==> config.mk <==
export PLATFORM = sky130hd
export DESIGN_NAME = exs_sequencer
export DESIGN_NICKNAME = d
export VERILOG_FILES = /design/src/hdl/exs_pkg.sv /design/src/hdl/exs_sequencer.sv
export VERILOG_INCLUDE_DIRS = /design/src /design/src/hdl
export SDC_FILE = /design/constraint.sdc
export NUM_CORES = 1
export LEC_CHECK = 0
export BUFFER_PORTS_ARGS = -buffer_cell sky130_fd_sc_hd__clkbuf_2
export CORE_ASPECT_RATIO = 0.8
export CORE_UTILIZATION = 57
export CTS_CLUSTER_SIZE = 16
export DETAILED_ROUTE_END_ITERATION = 16
export MAX_ROUTING_LAYER = met4
export PLACE_DENSITY = 0.85
export SYNTH_ARGS = -nofsm -noshare
export SYNTH_HDL_FRONTEND = slang
export SYNTH_SLANG_ARGS = --single-unit
export TNS_END_PERCENT = 5
==> constraint.sdc <==
create_clock -name i_clk_sys -period 6.8 [get_ports i_clk_sys]
set_input_delay 1.36 -clock i_clk_sys [delete_from_list [all_inputs] [get_ports i_clk_sys]]
set_output_delay 1.36 -clock i_clk_sys [all_outputs]
set_load 0.02 [all_outputs]
==> src/hdl/exs_regs.svh <==
`ifndef EXS_REGS_SVH
`define EXS_REGS_SVH
// Register byte offsets on the APB side
`define EXS_A_CTRL   8'h00
`define EXS_A_SR     8'h04
`define EXS_A_MSP    8'h08
`define EXS_A_ISP    8'h0c
`define EXS_A_VBR    8'h10
`define EXS_A_PC     8'h14
`define EXS_A_SSR    8'h18
`define EXS_A_INFO   8'h1c
`define EXS_A_ISTAT  8'h20
`define EXS_A_IMASK  8'h24
// Status register fields
`define EXS_SR_T1    15
`define EXS_SR_T0    14
`define EXS_SR_S     13
`define EXS_SR_M     12
`define EXS_IPM_HI   10
`define EXS_IPM_LO   8
`define EXS_SR_RST   16'h2700
`define EXS_IPM_MAX  3'h7
// Control register
`define EXS_CTRL_IEN 0
`define EXS_CTRL_RST 1'h1
// Vector numbers produced internally
`define EXS_V_RESET  8'h01
`define EXS_V_BUS_FAULT_INPUT   8'h02
`define EXS_V_ADDR   8'h03
`define EXS_V_ILL    8'h04
`define EXS_V_DIV    8'h05
`define EXS_V_CHK    8'h06
`define EXS_V_CONDITIONAL_TRAP_INSTR 8'h07
`define EXS_V_PRIV   8'h08
`define EXS_V_TRACE  8'h09
`define EXS_V_BKPT   8'h0c
`define EXS_V_TRAP0  8'h20
// Frame formats and lengths in long words
`define EXS_FMT_SHORT 4'h0
`define EXS_FMT_LONG  4'h2
`define EXS_LEN_SHORT 3'h2
`define EXS_LEN_LONG  3'h4
// Interrupt acknowledge address space base
`define EXS_IACK_BASE 32'hfffffff0
// Event bits of the interrupt status register
`define EXS_EV_ACC   0
`define EXS_EV_LOAD  1
`define EXS_EV_HALT  2
`define EXS_EV_W     3
`endif

==> src/hdl/exs_pkg.sv <==
package exs_pkg;
	// Sequencer states, one-hot
	typedef enum logic [6:0] {
		EXS_IDLE  = 7'h01,
		EXS_SAVE  = 7'h02,
		EXS_VECT  = 7'h04,
		EXS_STACK = 7'h08,
		EXS_FETCH = 7'h10,
		EXS_LOAD  = 7'h20,
		EXS_HALT  = 7'h40
	} exs_state_t;
	// Internal causes, highest priority first
	typedef struct packed {
		logic addr_err;
		logic odd_fetch;
		logic trace;
		logic illegal;
		logic bkpt;
		logic priv;
		logic divz;
		logic bounds;
		logic cond_trap;
		logic ovf_trap;
		logic cp_trap;
		logic trap;
	} exs_cause_t;
	// Memory request carried to the bus unit
	typedef struct packed {
		logic        we;
		logic        iack;
		logic [31:0] addr;
		logic [31:0] wdata;
	} exs_mem_t;
endpackage

==> src/hdl/exs_sequencer.sv <==
`timescale 1ns/1ps
`include "exs_regs.svh"
module exs_sequencer (
	input  wire logic             i_clk_sys,       // System clock
	input  wire logic             i_resetn,        // Async reset, low
	input  wire logic             i_clk_en,        // Freezes all state when low
	input  wire logic             i_psel,          // APB select
	input  wire logic             i_penable,       // APB enable
	input  wire logic             i_pwrite,        // APB write
	input  wire logic [7:0]       i_paddr,         // APB byte address
	input  wire logic [31:0]      i_pwdata,        // APB write data
	output logic      [31:0]      o_prdata,        // APB read data
	output logic                  o_pready,        // APB ready
	output logic                  o_pslverr,       // APB error, unmapped
	output logic                  o_irq,           // Level interrupt
	input  wire logic [2:0]       i_irq_level,     // Peripheral request level
	input  wire logic             i_bus_fault,     // Bus fault input
	input  wire logic             i_reset_exc,     // Reset exception request
	input  wire exs_pkg::exs_cause_t i_cause,      // Internal cause pulses
	input  wire logic [3:0]       i_trap_num,      // Trap number with trap
	input  wire logic             i_cp_exc,        // Coprocessor exception
	input  wire logic [7:0]       i_cp_vec,        // Coprocessor vector number
	input  wire logic [31:0]      i_cur_pc,        // PC of faulting point
	input  wire logic [31:0]      i_fault_addr,    // Faulting address
	input  wire logic             i_instr_boundary,// Instruction boundary pulse
	input  wire logic             i_pipe_refill,   // Pipeline refill pulse
	output logic                  o_mem_req,       // Memory request level
	output exs_pkg::exs_mem_t     o_mem,           // Memory request fields
	input  wire logic             i_mem_ack,       // Memory answer
	input  wire logic             i_mem_err,       // Fault on memory answer
	input  wire logic [31:0]      i_mem_rdata,     // Memory read data
	output logic      [31:0]      o_pc,            // Program counter
	output logic                  o_pc_load,       // PC loaded pulse
	output logic      [15:0]      o_sr,            // Status register
	output logic                  o_status,        // Sequencer status
	output logic                  o_refill         // Pipe refill indicator
);
	import exs_pkg::*;

	exs_state_t  st_r;
	exs_cause_t  pend_r;
	logic        bus_fault_input_p_r, cp_p_r;
	logic [7:0]  cp_vec_r;
	logic [3:0]  trap_num_r;
	logic [15:0] sr_r, ssr_r;
	logic [31:0] msp_r, isp_r, vbr_r, pc_r;
	logic [31:0] pcsv_r, fault_r;
	logic [7:0]  vec_r;
	logic [2:0]  lvl_r, idx_r;
	logic        irq_k_r, rst_k_r, long_r, use_msp_r, dup_r;
	logic        ctrl_ien_r;
	logic [`EXS_EV_W-1:0] stat_r, mask_r;

	// Top set bit of the cause vector, so one cause is served at a time
	function automatic logic [11:0] exs_top(input logic [11:0] v);
		logic [11:0] r;
		r = 12'h000;
		for (int i = 0; i < 12; i++) begin
			if (v[i]) begin
				r = 12'h001 << i;
			end
		end
		return r;
	endfunction

	// Internal vector number for a one-hot cause
	function automatic logic [7:0] exs_vec(input logic [11:0] oh, input logic [3:0] tn);
		logic [7:0] r;
		r = `EXS_V_ILL;
		case (1'b1)
			oh[11], oh[10]: r = `EXS_V_ADDR;
			oh[9]:          r = `EXS_V_TRACE;
			oh[8]:          r = `EXS_V_ILL;
			oh[7]:          r = `EXS_V_BKPT;
			oh[6]:          r = `EXS_V_PRIV;
			oh[5]:          r = `EXS_V_DIV;
			oh[4]:          r = `EXS_V_CHK;
			oh[3], oh[2], oh[1]: r = `EXS_V_CONDITIONAL_TRAP_INSTR;
			oh[0]:          r = `EXS_V_TRAP0 + {4'h0, tn};
			default:        r = `EXS_V_ILL;
		endcase
		return r;
	endfunction

	// One long word of the frame; long frames add fault data
	function automatic logic [31:0] exs_frame(input logic [2:0] i, input logic [15:0] sr,
			input logic [31:0] pc, input logic lng, input logic [7:0] v, input logic [31:0] fa);
		logic [31:0] r;
		case (i)
			3'h0:    r = {sr, pc[31:16]};
			3'h1:    r = {pc[15:0], (lng ? `EXS_FMT_LONG : `EXS_FMT_SHORT), 2'h0, v, 2'h0};
			3'h2:    r = fa;
			default: r = {24'h0, v};
		endcase
		return r;
	endfunction

	// Cause selection; trace and faults sit above interrupts
	wire [11:0] pv      = pend_r;
	wire        hi_any  = |pv[11:9];
	wire        lo_any  = |pv[8:0];
	wire        irq_ok  = ctrl_ien_r && (i_irq_level > sr_r[`EXS_IPM_HI:`EXS_IPM_LO]);
	wire        t_bus_fault_input  = bus_fault_input_p_r;
	wire        t_hi    = !t_bus_fault_input && hi_any;
	wire        t_irq   = !t_bus_fault_input && !hi_any && irq_ok;
	wire        t_cp    = !t_bus_fault_input && !hi_any && !irq_ok && cp_p_r;
	wire        t_lo    = !t_bus_fault_input && !hi_any && !irq_ok && !cp_p_r && lo_any;
	wire        idle    = (st_r == EXS_IDLE);
	wire        take    = idle && (t_bus_fault_input || t_hi || t_irq || t_cp || t_lo);
	wire [11:0] top     = exs_top(pv);
	wire [11:0] clr     = (take && (t_hi || t_lo)) ? top : 12'h000;
	wire [7:0]  sel_vec = t_bus_fault_input ? `EXS_V_BUS_FAULT_INPUT :
	                      t_cp ? cp_vec_r :
	                      exs_vec(top, trap_num_r);
	wire        sel_lng = t_bus_fault_input || (t_hi && (top[11] || top[10]));

	// Stack addressing for the frame being written
	wire [31:0] sp_cur  = use_msp_r ? msp_r : isp_r;
	wire [2:0]  nlong   = long_r ? `EXS_LEN_LONG : `EXS_LEN_SHORT;
	wire [31:0] fr_base = sp_cur - {27'h0, nlong, 2'h0};
	wire [31:0] fr_addr = fr_base + {27'h0, idx_r, 2'h0};
	wire        fr_last = (idx_r == (nlong - 3'h1));
	wire [31:0] vec_adr = vbr_r + {22'h0, vec_r, 2'h0};
	wire        op_done = o_mem_req && i_mem_ack;
	wire        dbl_flt = (!idle && (i_bus_fault || (op_done && i_mem_err)));

	// APB decode; one wait-free access phase after setup
	wire        apb_set = i_psel && !i_penable;
	wire        apb_wr  = i_psel && i_penable && i_pwrite && o_pready;
	wire        h_ctrl  = (i_paddr == `EXS_A_CTRL);
	wire        h_sr    = (i_paddr == `EXS_A_SR);
	wire        h_msp   = (i_paddr == `EXS_A_MSP);
	wire        h_isp   = (i_paddr == `EXS_A_ISP);
	wire        h_vbr   = (i_paddr == `EXS_A_VBR);
	wire        h_pc    = (i_paddr == `EXS_A_PC);
	wire        h_ssr   = (i_paddr == `EXS_A_SSR);
	wire        h_info  = (i_paddr == `EXS_A_INFO);
	wire        h_ist   = (i_paddr == `EXS_A_ISTAT);
	wire        h_imk   = (i_paddr == `EXS_A_IMASK);
	wire        hit     = h_ctrl | h_sr | h_msp | h_isp | h_vbr | h_pc | h_ssr | h_info | h_ist | h_imk;
	wire [31:0] rd_mux  = h_ctrl ? {31'h0, ctrl_ien_r} :
	                      h_sr   ? {16'h0, sr_r} :
	                      h_msp  ? msp_r :
	                      h_isp  ? isp_r :
	                      h_vbr  ? vbr_r :
	                      h_pc   ? pc_r :
	                      h_ssr  ? {16'h0, ssr_r} :
	                      h_info ? {17'h0, st_r, vec_r} :
	                      h_ist  ? {29'h0, stat_r} :
	                      h_imk  ? {29'h0, mask_r} : 32'h0;

	// Sticky events; a new event wins over a write-one clear
	wire [`EXS_EV_W-1:0] ev = {(st_r != EXS_HALT) && dbl_flt, (st_r == EXS_LOAD), take};
	wire [`EXS_EV_W-1:0] w1c = (apb_wr && h_ist) ? i_pwdata[`EXS_EV_W-1:0] : 3'h0;
	wire [`EXS_EV_W-1:0] stat_nxt = (stat_r & ~w1c) | ev;

	// APB slave handshake and read data capture
	always_ff @(posedge i_clk_sys or negedge i_resetn) begin
		if (!i_resetn) begin
			o_pready  <= 1'b0;
			o_pslverr <= 1'b0;
			o_prdata  <= 32'h0;
		end else if (i_clk_en) begin
			o_pready  <= apb_set;
			o_pslverr <= apb_set && !hit;
			o_prdata  <= apb_set ? rd_mux : o_prdata;
		end
	end

	// Control, event and mask registers and the interrupt line
	always_ff @(posedge i_clk_sys or negedge i_resetn) begin
		if (!i_resetn) begin
			ctrl_ien_r <= `EXS_CTRL_RST;
			stat_r     <= 3'h0;
			mask_r     <= 3'h0;
			o_irq      <= 1'b0;
		end else if (i_clk_en) begin
			if (apb_wr && h_ctrl) begin
				ctrl_ien_r <= i_pwdata[`EXS_CTRL_IEN];
			end
			if (apb_wr && h_imk) begin
				mask_r <= i_pwdata[`EXS_EV_W-1:0];
			end
			stat_r <= stat_nxt;
			o_irq  <= |(stat_r & mask_r);
		end
	end

	// Pending causes; an arrival in the serving cycle is kept
	always_ff @(posedge i_clk_sys or negedge i_resetn) begin
		if (!i_resetn) begin
			pend_r     <= '0;
			bus_fault_input_p_r   <= 1'b0;
			cp_p_r     <= 1'b0;
			cp_vec_r   <= 8'h0;
			trap_num_r <= 4'h0;
		end else if (i_clk_en) begin
			pend_r   <= (pend_r & ~clr) | i_cause;
			bus_fault_input_p_r <= (bus_fault_input_p_r && !(take && t_bus_fault_input)) || (i_bus_fault && idle);
			cp_p_r   <= (cp_p_r && !(take && t_cp)) || i_cp_exc;
			if (i_cp_exc) begin
				cp_vec_r <= i_cp_vec;
			end
			if (i_cause.trap) begin
				trap_num_r <= i_trap_num;
			end
		end
	end

	// Five-step sequencer with status, stack pointers and PC
	always_ff @(posedge i_clk_sys or negedge i_resetn) begin
		if (!i_resetn) begin
			st_r <= EXS_IDLE;
			sr_r <= `EXS_SR_RST;
			ssr_r <= 16'h0;
			msp_r <= 32'h0;
			isp_r <= 32'h0;
			vbr_r <= 32'h0;
			pc_r <= 32'h0;
			pcsv_r <= 32'h0;
			fault_r <= 32'h0;
			vec_r <= 8'h0;
			lvl_r <= 3'h0;
			idx_r <= 3'h0;
			irq_k_r <= 1'b0;
			rst_k_r <= 1'b0;
			long_r <= 1'b0;
			use_msp_r <= 1'b0;
			dup_r <= 1'b0;
			o_mem_req <= 1'b0;
			o_mem <= '0;
			o_pc_load <= 1'b0;
		end else if (i_clk_en) begin
			o_pc_load <= 1'b0;
			if (apb_wr && h_sr) sr_r <= i_pwdata[15:0];
			if (apb_wr && h_msp) msp_r <= i_pwdata;
			if (apb_wr && h_isp) isp_r <= i_pwdata;
			if (apb_wr && h_vbr) vbr_r <= i_pwdata;
			if (apb_wr && h_pc) pc_r <= i_pwdata;
			if (i_reset_exc) begin
				st_r      <= EXS_SAVE;
				rst_k_r   <= 1'b1;
				irq_k_r   <= 1'b0;
				vec_r     <= `EXS_V_RESET;
				o_mem_req <= 1'b0;
			end else begin
				case (st_r)
					EXS_IDLE: begin
						if (take) begin
							st_r    <= EXS_SAVE;
							rst_k_r <= 1'b0;
							irq_k_r <= t_irq;
							lvl_r   <= i_irq_level;
							vec_r   <= sel_vec;
							long_r  <= sel_lng;
							pcsv_r  <= i_cur_pc;
							fault_r <= i_fault_addr;
						end
					end
					EXS_SAVE: begin
						ssr_r <= sr_r;
						sr_r[`EXS_SR_S]  <= 1'b1;
						sr_r[`EXS_SR_T1] <= 1'b0;
						sr_r[`EXS_SR_T0] <= 1'b0;
						if (rst_k_r || irq_k_r) begin
							sr_r[`EXS_SR_M] <= 1'b0;
							sr_r[`EXS_IPM_HI:`EXS_IPM_LO] <= rst_k_r ? `EXS_IPM_MAX : lvl_r;
						end
						use_msp_r <= sr_r[`EXS_SR_M] && !rst_k_r;
						dup_r     <= sr_r[`EXS_SR_M] && irq_k_r;
						idx_r     <= 3'h0;
						st_r      <= EXS_VECT;
					end
					EXS_VECT: begin
						if (!irq_k_r) begin
							st_r <= rst_k_r ? EXS_FETCH : EXS_STACK;
						end else if (!o_mem_req) begin
							o_mem_req <= 1'b1;
							o_mem     <= '{we: 1'b0, iack: 1'b1,
							               addr: `EXS_IACK_BASE | {28'h0, lvl_r, 1'b0}, wdata: 32'h0};
						end else if (op_done) begin
							o_mem_req <= 1'b0;
							vec_r     <= i_mem_rdata[7:0];
							st_r      <= EXS_STACK;
						end
					end
					EXS_STACK: begin
						if (!o_mem_req) begin
							o_mem_req <= 1'b1;
							o_mem     <= '{we: 1'b1, iack: 1'b0, addr: fr_addr,
							               wdata: exs_frame(idx_r, ssr_r, pcsv_r, long_r, vec_r, fault_r)};
						end else if (op_done) begin
							o_mem_req <= 1'b0;
							idx_r     <= idx_r + 3'h1;
							if (fr_last) begin
								idx_r <= 3'h0;
								if (use_msp_r) msp_r <= fr_base;
								else isp_r <= fr_base;
								if (dup_r) begin
									dup_r     <= 1'b0;
									use_msp_r <= 1'b0;
								end else begin
									st_r <= EXS_FETCH;
								end
							end
						end
					end
					EXS_FETCH: begin
						if (!o_mem_req) begin
							o_mem_req <= 1'b1;
							o_mem     <= '{we: 1'b0, iack: 1'b0, addr: vec_adr, wdata: 32'h0};
						end else if (op_done) begin
							o_mem_req <= 1'b0;
							pc_r      <= i_mem_rdata;
							st_r      <= EXS_LOAD;
						end
					end
					EXS_LOAD: begin
						o_pc_load <= 1'b1;
						st_r      <= EXS_IDLE;
					end
					EXS_HALT: begin
						st_r <= EXS_HALT;
					end
					default: begin
						st_r <= EXS_IDLE;
					end
				endcase
				// A fault while the sequence runs stops the sequencer
				if (dbl_flt) begin
					st_r      <= EXS_HALT;
					o_mem_req <= 1'b0;
				end
			end
		end
	end

	// Indicators follow sequencer state and the boundary and refill pulses, never bus handshakes
	always_ff @(posedge i_clk_sys or negedge i_resetn) begin
		if (!i_resetn) begin
			o_status <= 1'b0;
			o_refill <= 1'b0;
		end else if (i_clk_en) begin
			o_status <= i_instr_boundary || take || (st_r == EXS_HALT);
			o_refill <= i_pipe_refill || (st_r == EXS_LOAD);
		end
	end

	assign o_pc = pc_r;
	assign o_sr = sr_r;
endmodule // exs_sequencer

Word level (Yosys, flattened, before mapping)
Index checks and enable logic that the tools add are counted.
- input port bits: 176
- word-level logic and storage cells: 323
- flip-flop bits (word level): 388
- output and inout port bits: 153
- reductions and logical operators: 90
- order comparisons: 1
- add/subtract/negate cells: 6
- bitwise gates (word level): 17
- equal/unequal tests: 42
- mux-type cells: 118
- operators by type and width (cell ; count):
    $mux W32 ; 26
    $mux W66 ; 4
    $pmux W66 S3 ; 1
    $mux W7 ; 20
    $pmux W32 S3 ; 1
    $mux W8 ; 10
    $mux W12 ; 4
    $pmux W7 S6 ; 1
    $mux W3 ; 12
    $logic_and A1 B1 Y1 ; 35
    $add A32 B10 Y32 ; 1
    $add A32 B5 Y32 ; 1
    $eq A8 B5 Y1 const B ; 4
    $mux W16 ; 2
    $sub A32 B5 Y32 ; 1
    $ne A4 B4 Y1 const B ; 7
    $mux W1 ; 22
    $eq A8 B4 Y1 const B ; 2
    $eq A8 B6 Y1 const B ; 2
    $ne A2 B2 Y1 const B ; 8
    $pmux W8 S2 ; 1
    $mux W15 ; 1
    $logic_or A1 B1 Y1 ; 14
    $reduce_and A2 Y1 ; 7
    50 further kinds ; 87

Logic depth before layout (Yosys ltp)
- depth in word-level cells: 26
- depth in mapped cells: 19
- gate-level depth less buffers: 13

Worst setup path before layout
OpenSTA, ideal clock, no wires.
- path type: register to register
- from: register use_msp_r
- to: register o_mem[50] (netlist bit)
- data required time: 6.668 ns
- cell stages (with the launch flop): 19
- path buffers: 5
- path slack: 1.348 ns
- arrival time: 5.320 ns
- library setup time: 0.132 ns
- period minus slack after synthesis: 5.452 ns
- path through: dfrtp_1 buf_2 buf_2 buf_2 buf_1 clkbuf_1 mux2i_1 ha_1 inv_1 fa_1 nor4b_1 nor3_1 or4_1 o32a_1 nor4_1 and2_1 nor3_1 a2111oi_0 nor2_1
- longest elaborated chain between the ends: 5
- RTL lines (item ; RTL line ; text):
    from (decl) ; exs_sequencer.sv:50 ; logic irq_k_r, rst_k_r, long_r, use_msp_r, dup_r;
    from (signal assigned) ; exs_sequencer.sv:269 ; use_msp_r <= sr_r[`EXS_SR_M] && !rst_k_r;
    $mux W32 ; exs_sequencer.sv:118 ; wire [31:0] sp_cur = use_msp_r ? msp_r : isp_r;
    $sub A32 B5 Y32 ; exs_sequencer.sv:120 ; wire [31:0] fr_base = sp_cur - {27'h0, nlong, 2'h0};
    $add A32 B5 Y32 ; exs_sequencer.sv:121 ; wire [31:0] fr_addr = fr_base + {27'h0, idx_r, 2'h0};
    $mux W66 ; exs_sequencer.sv:288 ; if (!o_mem_req) begin
    $pmux W66 S3 ; exs_sequencer.sv:247 ; case (st_r)
    to (signal assigned) ; exs_sequencer.sv:279 ; o_mem <= '{we: 1'b0, iack: 1'b1,
    to (signal assigned) ; exs_sequencer.sv:290 ; o_mem <= '{we: 1'b1, iack: 1'b0, addr: fr_addr,
    to (signal assigned) ; exs_sequencer.sv:311 ; o_mem <= '{we: 1'b0, iack: 1'b0, addr: vec_adr, wdata: 32'h0};
    to (decl) ; exs_sequencer.sv:28 ; output exs_pkg::exs_mem_t o_mem,
Every way passes these cells. The select of a mux whose other input is x is not followed.
A chain may end at the register's enable or synchronous reset.

Worst setup path after layout
Ends and elaborated chain as after synthesis.

==> metrics list <==
* Most frequently used flop master after synthesis: dfrtp_1
- Ports placed on the boundary: between 300 and 400
- Endpoints failing hold: 0
- The pre-antenna-repair detailed-routing pass consisted of 6 iterations.
- Full die area: between 30000 and 40000 sq um
- Between clock sinks in the finished design, the worst skew comes to between 0.02 and 0.03 ns.
- Clock insertion delay at the later pin of the skew report: about 0.57 ns
* Post-place setup slack: between 1 and 1.5 ns
- First-pass GRT wire length: ~110000 um
* Share of flip-flops with an asynchronous set or reset: 100%
- The detailed router used layers up to and including met4.
* Maximum number of pins on one net before global-route repair: 132
- Worst-case clock buffer depth: 3
* Nets: approximately 2500
- Counting every sink on the clock net gives slightly below 400.
* Maximum fanout count along the critical path: 20
- Metal1 wirelength: approximately 30000 um
* Relative slew margins: about an eighth
- Highest Clock Rate: 183 MHz
- The core region is between 30000 and 40000 sq um.
- Maximum single-stage delay on the critical path: 1.09 ns
- Setup repair after global routing left no endpoint under its margin.
- Leaving out fill and tap cells, the most frequent cell in the layout is dfrtp_1.
* Crit path max-delay cell type: nor4_1
* Mean area per synthesized cell: slightly below 10 sq um
* ANT nets after route: 0
- Number of distinct library cells after synthesis: between 80 and 90
- Across the run, the number of max-cap violations was 0.
- Hold is met by ~0.48 ns.
- Once the floorplan was initialized, standard cells occupied 58.3% of the core.
- For this run, the share of the core covered by cells in the final layout is between 60% and 70%.
* Top delay family on crit path: simple AND/OR/NAND/NOR gates
- Leading cell types in the layout, fill and taps excluded: dfrtp_1, clkbuf_2, nand2_1, nor2_1, a21oi_1
- Horizontal extent of the die: between 200 and 250 um
* Die Y: roughly 170 um
* Status: completed
- Worst vdd rail ir drop: 0.000186 V
- In the final routed layout, each cell accounts on average for approximately 26 um.
* Startpoint type of the worst setup path: register
- Warnings from Yosys: 0
* Max-slew violation total from the final report: 0
- Dividing total power by cell area gives a power density of 265 nW/um^2.
* Cell row count: approximately 60
- Ratio of cells with drive above 1 in the final layout: 26.4%
- The critical path in this run is classified as reg2reg.
- Gp weighted congestion: between 0.9 and 1
* Number of setup violations in the final report: 0
- Met2 Routed Length: between 30000 and 40000 um
- Input/output buffers: 328
* Final critical-path required period: 5.48 ns
- Filler cell count: between 2000 and 3000
- Wires add up to 73400 um.
- Top area cells in the synthesized netlist: dfrtp_1, mux2_2, a21oi_1
- After global routing the overflow that remains totals 0.
* Area share of the largest cell type after synthesis: 46.8%
- Worst-Margin Slew: 1.31 ns
* Clock-pin slew of the registers on the worst-case setup and hold paths: roughly 0.070 ns
- TritonCTS built the clock tree.
- The analysis attributes to cell leakage a power of around 11 nW.
- The worst setup path is captured at a register.
- Number of hold-repair buffers added at the cts stage: 0
* Total power consumption of the routed design: 6.33 mW
- Buffers inserted during clock tree synthesis total 41.
- Cell taking the most area after synthesis: dfrtp_1
* Routed length on met3: roughly 11000 um
- Via-per-instance ratio: between 6 and 7
- Vias in the first global route: 18400
- Walking the worst path, the cells encountered are mux2i_1 > ha_1 > inv_1 > fa_1 > or4b_2 > a21oi_1 > nand2_1 > o21a_1 > nor4_1 > and2_1 > nor3_1 > a2111oi_0 > nor2_1.
- The synthesized design contains 0 enable-type register cells.
* Setup TNS after final layout: 0 ns
* Sequential share of the synthesized area: roughly 48%
* Post-DP HPWL: between 50000 and 60000 um
- Period Utilization, post-route: between 80% and 90%
- Post-Synthesis Cell Area: between 20000 and 25000 sq um
* Initial antenna violation count: 3
* Vias post-DR: around 19000
* Data required time at the worst endpoint: approximately 7.2 ns
- Counting flops and latches in the post-synthesis netlist gives around 390.
* DR DRC count: 0
* Area added between synthesis and finish: 17.2%
- CTS H-tree lvls: 2
* Post-CTS Setup Bufs: 0
- Once the clock tree was built, the resizer swapped 0 gates to a different size.
- Post-synthesis cell count: about 2100
* Data arrival time of the worst path: 5.91 ns
- For this block, the initial DRC count from the detailed router was 2985.
- When the netlist entered floorplanning its net count stood at 2271.
* Total track usage: a little over 40%
- Worst min-delay path class: reg2reg
- Cell at the root of the clock tree: clkbuf_16
* Worst setup slack after layout: about 1.3 ns
- The number of buffers and inverters on the critical path is 1.
[layout make-up]
class	count	area [sq um]	share of cell area [%]
Sequential cell	388	9720	40.6
Timing Repair Buffer	361	1930	8.05
Clock inverter	20	235	0.983
Tap cell	472	591	2.47
Inverter	30	113	0.471
Clock buffer	56	1200	5.04
Multi-Input combinational cell	1519	10100	42.3
Antenna cell	3	7.51	0.0314
[synth_stat cells (26+ instances only)]
cell type and number:
a21oi_1 170, a221oi_1 31, a22o_1 31, clkbuf_1 112, dfrtp_1 382, inv_1 30, mux2_2 149, mux2i_1 57
nand2_1 199, nand2b_1 27, nand3_1 37, nor2_1 190, nor3_1 29, o21ai_0 113, o22ai_1 99, o31ai_1 44
xnor2_1 54, xor2_1 26
[registers in the layout, indices dropped and copies added (netlist names), 4 cells and up]
signal      cells
o_prdata       32
ssr_r          16
vbr_r          32
st_r            7
o_pc           32
o_mem          66
cp_vec_r        8
pcsv_r         32
msp_r          32
trap_num_r      4
isp_r          32
o_sr           16
fault_r        32
vec_r           8
pend_r         12
[report_power, final]
part	switching, mW	internal, mW
sequential	0.168	2.50
clock	1.00	1.41
combinational	0.774	0.482
total	1.94	4.39
[routing by layer]
metal,track usage (%),vias up
li1,-,8224
met1,57.0,9464
met2,56.0,1270
met3,17.0,153
met4,10.1,0
met5,-,-
[cell families after synthesis]
logic type / count (synthesis) / synth area share (%)
XOR/XNOR: 80 / 3.43
flip-flops: 388 / 47.6
adder cells (fa/ha/maj): 23 / 1.52
AND/OR/NAND/NOR: 596 / 13.7
buffers and inverters: 165 / 3.11
AO/OA/AOI/OAI: 614 / 19.6
multiplexers: 206 / 11.0
[metrics by stage]
stage / std cells / area (sq um)
2_1_floorplan: 2072 / 20400
3_3_place_gp: 2770 / 22500
3_5_place_dp: 2770 / 22500
4_1_cts: 2846 / 23900
5_1_grt: 2849 / 23900
6_report: 2849 / 23900
[final timing paths]
path                           start   endpoint  slack (ns)  cells past startpoint
max in group asynchronous   i_resetn  msp_r[31]        4.60                      2
max reg2reg                use_msp_r  o_mem[50]        1.32                     13
min                        o_mem[36]  o_mem[36]        0.48                      2
min in group asynchronous   i_resetn  o_mem[10]        0.84                      1
min reg2reg                o_mem[36]  o_mem[36]        0.48                      2
max                        use_msp_r  o_mem[50]        1.32                     13
[worst min-delay path: stages (launching register included)]
cell and delay (ns):
dfrtp_1 0.34, nand2_1 0.05, o21ai_0 0.06
(Power assumes the default switching activity.)
